File: src/verilog/cfg_attr_defines.vh
// Constants for the configuration register attribute block.
// Assumes inclusion by bare name from the design file.
`ifndef CFG_ATTR_DEFINES_VH
`define CFG_ATTR_DEFINES_VH
// Host I/O port addresses of the pointer register and data window
`define PTR_PORT 16'h0cf8
`define DATA_PORT 16'h0cfc
// Pointer register enable bit position
`define PTR_EN_BIT 31
// Register index field inside the pointer
`define PTR_IDX_HI 7
`define PTR_IDX_LO 2
// Configuration register word indices inside the small space
`define IDX_RO 6'h00
`define IDX_RW 6'h01
`define IDX_W1C 6'h02
`define IDX_LOCK 6'h03
`define IDX_STICKY 6'h04
`define IDX_STRAP 6'h05
`define IDX_RSVD 6'h06
// Fixed default values
`define RO_VALUE 32'h0000_0001
`define RW_DEFAULT 32'h0000_0000
`define LOCK_DEFAULT 32'h0000_0000
`define STICKY_DEFAULT 32'h0000_0000
`define RSVD_VALUE 32'h5a5a_0000
`endif

File: src/verilog/cfg_attr.v
// Configuration register bank showing the access attributes of the hub.
// Assumes a host I/O port with byte enables, one access per cycle,
// power-valid and strap pins filtered here, soft reset taken asynchronously.
// What this block does
// - Byte, word and dword accesses all accepted
// - Pointer register taken only as full dword
// - Lowest byte lane holds least significant byte
// - Read-only register ignores writes
// - Read/write register stores and returns data
// - Writing one clears bit; zero keeps it
// - Lock bits take one write per power-up
// - Lockable register writable until locked
// - Sticky register survives soft reset
// - Full reset loads fixed defaults
// - Some defaults captured from straps
// - Reserved location reads nonzero, writes dropped
// - Config reached via pointer and data window
// - Both sets reached through host I/O space
// - Soft reset clears pointer, read/write and W1C registers only
// - Power-valid reset clears all registers but the pin filters, the read answer and ack
`timescale 1ns/100ps
`include "cfg_attr_defines.vh"

module cfg_attr #(
  parameter STRAP_W = 8
) (
  input wire i_mclk,
  input wire i_rst,
  input wire i_soft_reset_input_n,
  input wire i_power_valid_input,
  input wire [STRAP_W-1:0] i_strap,
  input wire i_io_wr,
  input wire i_io_rd,
  input wire [15:0] i_io_addr,
  input wire [3:0] i_io_be,
  input wire [31:0] i_io_wdata,
  input wire [31:0] i_event,
  output reg [31:0] o_io_rdata,
  output reg o_io_ack
);

  ////////////////////////////////////////////////////////////////////
  // Pin synchronisers
  // Power-valid and strap pins come from off-chip, so each passes three
  // flops and a new level is only believed once the last two agree; a
  // single-cycle glitch on a pin therefore never reaches the resets.
  reg pv_s1;
  reg pv_s2;
  reg pv_s3;
  reg pv_ok;
  reg [STRAP_W-1:0] strap_s1;
  reg [STRAP_W-1:0] strap_s2;
  reg [STRAP_W-1:0] strap_s3;
  reg [STRAP_W-1:0] strap_ok;

  // No reset here: the chain must follow the pin even while reset is held
  always @(posedge i_mclk) begin
    pv_s1 <= i_power_valid_input;
    pv_s2 <= pv_s1;
    pv_s3 <= pv_s2;
    if (pv_s2 == pv_s3) begin
      pv_ok <= pv_s3;
    end
  end

  // Strap levels filtered the same way before capture
  always @(posedge i_mclk) begin
    strap_s1 <= i_strap;
    strap_s2 <= strap_s1;
    strap_s3 <= strap_s2;
    if (strap_s2 == strap_s3) begin
      strap_ok <= strap_s3;
    end
  end

  ////////////////////////////////////////////////////////////////////
  // Reset combination
  // Hard reset covers the plain reset and a filtered low power-valid;
  // it lags the pin by four clocks, so the host must wait that long
  wire hard_rst = i_rst | ~pv_ok;
  reg strap_take;

  // Merge byte lanes; lane 0 carries the least significant byte
  function [31:0] merge;
    input [31:0] old_v;
    input [31:0] new_v;
    input [3:0] be;
    integer k;
    begin
      merge = old_v;
      for (k = 0; k < 4; k = k + 1) begin
        if (be[k]) begin
          merge[k*8 +: 8] = new_v[k*8 +: 8];
        end
      end
    end
  endfunction

  // Expand byte enables to a bit mask
  function [31:0] lane_mask;
    input [3:0] be;
    begin
      lane_mask = {{8{be[3]}}, {8{be[2]}}, {8{be[1]}}, {8{be[0]}}};
    end
  endfunction

  ////////////////////////////////////////////////////////////////////
  // Decode
  wire [15:0] ptr_port = `PTR_PORT;
  wire [15:0] data_port = `DATA_PORT;
  wire ptr_hit = (i_io_addr[15:2] == ptr_port[15:2]);
  wire data_hit = (i_io_addr[15:2] == data_port[15:2]);
  wire full_dw = (i_io_be == 4'hf);
  reg [31:0] ptr;
  wire cfg_on = ptr[`PTR_EN_BIT];
  wire [5:0] idx = ptr[`PTR_IDX_HI:`PTR_IDX_LO];
  wire cfg_wr = i_io_wr & data_hit & cfg_on;
  wire [31:0] wmask = lane_mask(i_io_be);

  reg [31:0] rw_reg;
  reg [31:0] w1c_reg;
  reg [31:0] lock_reg;
  reg lock_done;
  reg [31:0] sticky_reg;
  reg [STRAP_W-1:0] strap_reg;

  ////////////////////////////////////////////////////////////////////
  // Pointer register, soft reset asynchronous
  always @(posedge i_mclk or negedge i_soft_reset_input_n) begin
    if (!i_soft_reset_input_n) begin
      ptr <= 32'h0;
    end else if (hard_rst) begin
      ptr <= 32'h0;
    end else if (i_io_wr & ptr_hit & full_dw) begin
      ptr <= i_io_wdata;
    end
  end

  // Ordinary registers: cleared by either reset
  always @(posedge i_mclk or negedge i_soft_reset_input_n) begin
    if (!i_soft_reset_input_n) begin
      rw_reg <= `RW_DEFAULT;
      w1c_reg <= 32'h0;
    end else if (hard_rst) begin
      rw_reg <= `RW_DEFAULT;
      w1c_reg <= 32'h0;
    end else begin
      if (cfg_wr && idx == `IDX_RW) begin
        rw_reg <= merge(rw_reg, i_io_wdata, i_io_be);
      end
      // Hardware set wins over a clear in the same cycle
      if (cfg_wr && idx == `IDX_W1C) begin
        w1c_reg <= (w1c_reg & ~(i_io_wdata & wmask)) | i_event;
      end else begin
        w1c_reg <= w1c_reg | i_event;
      end
    end
  end

  // Lock and sticky state: only power-up or hard reset clears them
  always @(posedge i_mclk) begin
    if (hard_rst) begin
      lock_reg <= `LOCK_DEFAULT;
      lock_done <= 1'b0;
      sticky_reg <= `STICKY_DEFAULT;
    end else begin
      if (cfg_wr && idx == `IDX_LOCK && !lock_done) begin
        lock_reg <= merge(lock_reg, i_io_wdata, i_io_be);
        lock_done <= 1'b1;
      end
      // Error log keeps its bits across a soft reset
      if (cfg_wr && idx == `IDX_STICKY) begin
        sticky_reg <= (sticky_reg & ~(i_io_wdata & wmask)) | i_event;
      end else begin
        sticky_reg <= sticky_reg | i_event;
      end
    end
  end

  // Strap capture on the first edge after hard reset release
  always @(posedge i_mclk) begin
    if (hard_rst) begin
      strap_take <= 1'b1;
      strap_reg <= {STRAP_W{1'b0}};
    end else if (strap_take) begin
      strap_take <= 1'b0;
      strap_reg <= strap_ok;
    end
  end

  ////////////////////////////////////////////////////////////////////
  // Read path; writes to read-only and reserved words are dropped
  reg [31:0] next_rdata;
  always @* begin
    next_rdata = 32'h0;
    if (ptr_hit) begin
      next_rdata = ptr;
    end else if (data_hit && cfg_on) begin
      case (idx)
        `IDX_RO: next_rdata = `RO_VALUE;
        `IDX_RW: next_rdata = rw_reg;
        `IDX_W1C: next_rdata = w1c_reg;
        `IDX_LOCK: next_rdata = lock_reg;
        `IDX_STICKY: next_rdata = sticky_reg;
        `IDX_STRAP: next_rdata = {{(32-STRAP_W){1'b0}}, strap_reg};
        `IDX_RSVD: next_rdata = `RSVD_VALUE;
        default: next_rdata = 32'h0;
      endcase
    end else if (data_hit) begin
      next_rdata = 32'hffff_ffff;
    end
  end

  // Registered answer, one cycle after the request
  // Lanes outside the byte enables read as zero so narrow reads stay clean
  always @(posedge i_mclk) begin
    if (i_rst) begin
      o_io_rdata <= 32'h0;
      o_io_ack <= 1'b0;
    end else begin
      o_io_rdata <= i_io_rd ? (next_rdata & wmask) : 32'h0;
      o_io_ack <= i_io_rd | i_io_wr;
    end
  end

endmodule

File: config.mk
export PLATFORM = sky130hd
export DESIGN_NAME = cfg_attr
export DESIGN_NICKNAME = d
export VERILOG_FILES = /design/src/verilog/cfg_attr.v
export VERILOG_INCLUDE_DIRS = /design/src /design/src/verilog
export SDC_FILE = /design/constraint.sdc
export NUM_CORES = 1
export LEC_CHECK = 0
export ABC_CLOCK_PERIOD_IN_PS = 2620
export BUFFER_PORTS_ARGS = -buffer_cell sky130_fd_sc_hd__buf_2
export CAP_MARGIN = 20
export CORE_ASPECT_RATIO = 1.25
export CORE_MARGIN = 2
export CORE_UTILIZATION = 35
export DETAILED_ROUTE_END_ITERATION = 12
export MAX_ROUTING_LAYER = met4
export PLACE_DENSITY = 0.59
export SYNTH_ARGS = -nofsm -noshare
export SYNTH_HDL_FRONTEND = slang
export SYNTH_SLANG_ARGS = --single-unit
File: constraint.sdc
create_clock -name i_mclk -period 2.62 [get_ports i_mclk]
set_input_delay 0 -clock i_mclk [delete_from_list [all_inputs] [get_ports i_mclk]]
set_output_delay 0 -clock i_mclk [all_outputs]
set_load 0.02 [all_outputs]
==> results.txt <==
----------------------------------------------------
[Pwr]
  Pwr per Cell Area ... 626 nW/um2
  Share of power burned in combinational logic ... 0.058
  Clock network power share ... 0.478
  Sequential fraction of design power ... 0.463
  Static power due to leakage ... approximately 6 nW
  VDD IR-drop max ... about 580 uV
  Switching power total ... 1.77 mW
  Switching Share ... 0.215
  Power Internal ... between 6 and 7 mW

[Cells and area]
  Fillers ... 2623
  Number of non-filler instances in the completed layout ... about 1600
  Register cell area after layout ... 5360 um2
  # nets final ... 1305
  Area used by multi-input combinational logic ... between 4000 and 5000 um2
  P&R area growth vs syn ... 30.6%
  Fraction of layout instances using a drive strength above 1 ... 0.244

[Setup path]
  Crit. End Element ... register
  Most frequent cell on the critical path ... sky130_fd_sc_hd__buf_4
  Required @ worst endpoint ... 3080 ps
  Buffering stage count on the worst path with inverters included ... 2
  Max stage delay on crit path ... 550 ps
  Maximum fanout encountered on the critical timing path ... 9
  Kind of start point of the critical path ... register
  Critical-path cell with the highest stage delay ... sky130_fd_sc_hd__a2111oi_0
  Cell-by-cell listing of the critical path ... or4b_1 > buf_4 > nor2_1 > o21ai_0 > a2111oi_0 > buf_4
  Kind of cell with the highest combined delay on the critical path ... simple AND/OR/NAND/NOR gates
  Data arrival time of the worst path ... approximately 2900 ps
  Critical path start-end classification ... register to register

[Synthesis]
  Dominant cells by area after synthesis ... sky130_fd_sc_hd__dfxtp_1 (27%), sky130_fd_sc_hd__dfrtp_1 (24%), sky130_fd_sc_hd__mux2i_1 (9.6%)
  Async S/R FF share, synth ... 0.402
  Arithmetic-cell share of the synthesized area counting full adders, half adders and majority gates ... 0
  Area of the mapped netlist ... between 10000 and 15000 um2
  Count of different cell masters after synthesis ... 55
  Most used DFF post-synth ... sky130_fd_sc_hd__dfxtp_1
  Total of warnings raised by yosys ... 0
  Area fraction of the dominant cell type after synthesis ... 0.267
  Sequential fraction of the synthesis area ... 0.532
  Number of flip-flops and latches in the synthesized netlist ... roughly 240
  Synthesized instance count ... ~1000
  Synthesized area divided by synthesized cell count ... between 10 and 15 um2
  Number of enable flip-flop cells after synthesis ... 9
  Largest family of logic cells by synthesized area ... simple AND/OR/NAND/NOR gates
  Post-Synth XOR/XNOR Area ... 0.00783
  Simple-Gate Fraction of Synth Area ... 0.160
  Multiplexer share of the synthesized area ... 0.118
  Post-synth net total ... ~1100
  Cell taking the most area after synthesis ... sky130_fd_sc_hd__dfxtp_1
  Post-synthesis compound-gate area fraction ... 0.148

[Clock tree]
  TritonCTS Sinks ... about 240
  Setup bufs post-CTS ... 0
  Total clock buffers created by CTS ... 24
  Clk root buf ... sky130_fd_sc_hd__clkbuf_16
  Clock input transition at the sequential cells of the worst setup and hold paths ... approximately 60 ps
  CTS max path bufs ... 3
  Clock latency of the later-clocked register in the worst-skew pair ... approximately 540 ps
  Number of levels the H-tree was split into ... 1
  Clock tree from TritonCTS ... built

[STA]
  Ratio of final minimum period to clock period ... 0.915
  Number of slew-limit violations in the final report ... 0
  Final setup fails ... 0
  Setup skew after layout ... ~31 ps
  Final critical-path required period ... approximately 2400 ps
  Total negative slack ... 0 ps
  Worst relative slew slack ... 0.413
  Transition time at the pin with the least slew margin ... around 880 ps
  RSZ-0062 raised after global routing ... no
  Final hold violation count ... 0
  Maximum clock rate ... 0.417 GHz

[GRT]
  Via count of the first global-routing pass ... 8475
  Final global-route overflow total ... 0
  Global-route wire length before repair ... approximately 45 mm
  GRT Overall Usage ... 0.194
  Number of antenna violations at the first check in global routing ... 1
  Maximum number of pins on one net before global-route repair ... approximately 190

[Die]
  Die Footprint ... 30100 um2
  Area inside the core boundary ... about 28000 um2
  Standard-cell rows ... slightly below 70
  Overall die width ... between 150 and 200 um
  Vert. Die Dim ... about 190 um
  Starting density of the core ... 0.354
  I/O Pins ... ~130

[Detailed routing]
  Violation count after the first detailed-route iteration ... between 500 and 600
  TritonRoute pass-1 iters ... 4
  DRC errors left ... 0
  Antenna-violating nets left ... 0
  Vias/cell ... roughly 5.3
  Routed wirelength normalized by instance count ... 18.3 um
  Sum of routed wire length over all layers ... roughly 29 mm
  Via Count ... 8395

[Placed design]
  IO buf count ... roughly 130
  Instance count after placement with tap cells included ... 1454
  Placed wire-length estimate ... slightly below 20 mm
  Final estimated routing congestion in global placement ... roughly 0.83

[Status]
  Outcome ... finished clean

[Job]
  Max capacitance violation total ... 0

[Worst hold path]
  Kind of path behind the tightest hold check ... input pin to register

----------------------------------------------------
## cells by family after synthesis
logic type | count (synthesis)
xor+xnor | 9
mux | 116
flops | 239
simple gates | 331
buf+inv | 85
compound gates | 194
## area by class of cell
class | count | share of cell area
Antenna cell | 1 | 0.000190
Clock buffer | 31 | 0.0500
Clock inverter | 13 | 0.0197
Inverter | 26 | 0.00742
Multi-Input combinational cell | 650 | 0.334
Sequential cell | 239 | 0.407
Tap cell | 355 | 0.0338
Timing Repair Buffer | 266 | 0.148
## timing repair
| action | in CTS | in global routing |
|---|---|---|
| endpoints found under the setup margin | 0 | 0 |
| hold endpoints to repair | 231 | 0 |
| hold buffers | 82 | 0 |
| resized for setup | 0 | 0 |
## power by group through the flow
stage / Clock (mW) / Sequential [mW] / Combinational [mW]
after global routing: 4.17 / 3.82 / 0.531
after global placement: 0 / 3.89 / 0.378
final: 3.94 / 3.81 / 0.480
after CTS: 4.02 / 3.81 / 0.482
after floorplan: 0 / 3.87 / 0.188
after detailed placement: 0 / 3.89 / 0.384
## metal layers
layer,GRT usage,vias to the layer above,routed length (um)
met5,-,-,0
met2,0.323,222,14200
met4,0.0680,0,886
met1,0.240,4096,12400
li1,-,4019,-
met3,0.0298,58,1440
## metrics by stage
step | hold slack, ps | power (mW) | instance area (um2) | utilization | setup slack [ps]
3_3_place_gp | 87.4 | 4.26 | 11400 | 0.402 | 146
2_1_floorplan | -296 | 4.06 | 10100 | - | 322
5_1_grt | 34.5 | 8.53 | 13200 | 0.463 | 113
3_5_place_dp | 83.3 | 4.27 | 11400 | 0.402 | 273
4_1_cts | 11.8 | 8.31 | 13100 | 0.463 | 229
6_report | 45.9 | 8.23 | 13200 | 0.463 | 222
## cells in the mapped netlist (13+ instances only)
cell                       instances
sky130_fd_sc_hd__nand2_1         159
sky130_fd_sc_hd__dfxtp_1         134
sky130_fd_sc_hd__mux2i_1          97
sky130_fd_sc_hd__dfrtp_1          96
sky130_fd_sc_hd__nor2_1           58
sky130_fd_sc_hd__clkbuf_1         45
sky130_fd_sc_hd__o21ai_0          42
sky130_fd_sc_hd__o221a_2          40
sky130_fd_sc_hd__inv_1            25
sky130_fd_sc_hd__a221oi_1         24
sky130_fd_sc_hd__a31oi_1          24
sky130_fd_sc_hd__a21oi_1          21
sky130_fd_sc_hd__a22o_1           21
sky130_fd_sc_hd__mux2_2           19
sky130_fd_sc_hd__nand4_1          18
sky130_fd_sc_hd__nor3_1           18
sky130_fd_sc_hd__and3_1           13
## final timing paths
check | startpoint | to | slack [ps] | cells after the start
worst max-delay path | ptr[4] | o_io_rdata[22] | 220 | 6
worst min register to register | strap_s1[4] | strap_s2[4] | 330 | 0
max in group asynchronous | i_soft_reset_input_n | w1c_reg[15] | 1930 | 3
worst min-delay path | i_io_be[2] | o_io_rdata[20] | 50 | 5
min in group asynchronous | i_soft_reset_input_n | w1c_reg[26] | 60 | 2
worst max register to register | ptr[4] | o_io_rdata[22] | 220 | 6
## cell usage in the layout (no fill, tap or decap), types with 8 or more instances in the layout
cell	netlist	routed
sky130_fd_sc_hd__a2111oi_0	8	8
sky130_fd_sc_hd__a21oi_1	21	21
sky130_fd_sc_hd__a221oi_1	24	24
sky130_fd_sc_hd__a22o_1	21	21
sky130_fd_sc_hd__a31oi_1	24	24
sky130_fd_sc_hd__and3_1	13	13
sky130_fd_sc_hd__buf_2	3	127
sky130_fd_sc_hd__buf_4	0	52
sky130_fd_sc_hd__clkbuf_16	0	24
sky130_fd_sc_hd__dfrtp_1	96	95
sky130_fd_sc_hd__dfxtp_1	134	134
sky130_fd_sc_hd__dlygate4sd3_1	0	82
sky130_fd_sc_hd__edfxtp_1	9	9
sky130_fd_sc_hd__inv_1	25	25
sky130_fd_sc_hd__mux2_2	19	19
sky130_fd_sc_hd__mux2i_1	97	97
sky130_fd_sc_hd__nand2_1	159	159
sky130_fd_sc_hd__nand2b_1	12	12
sky130_fd_sc_hd__nand3_1	9	9
sky130_fd_sc_hd__nand4_1	18	18
sky130_fd_sc_hd__nor2_1	58	58
sky130_fd_sc_hd__nor3_1	18	18
sky130_fd_sc_hd__o21ai_0	42	42
sky130_fd_sc_hd__o221a_2	40	40
sky130_fd_sc_hd__xnor2_1	9	9
## worst min-delay path, stage by stage
cell                        delay [ps]
sky130_fd_sc_hd__buf_2             140
sky130_fd_sc_hd__nand2_1            60
sky130_fd_sc_hd__nor2_1             30
sky130_fd_sc_hd__nand4_1           170
sky130_fd_sc_hd__a2111oi_0          90
Note: power is estimated with default switching activity, not from simulation.
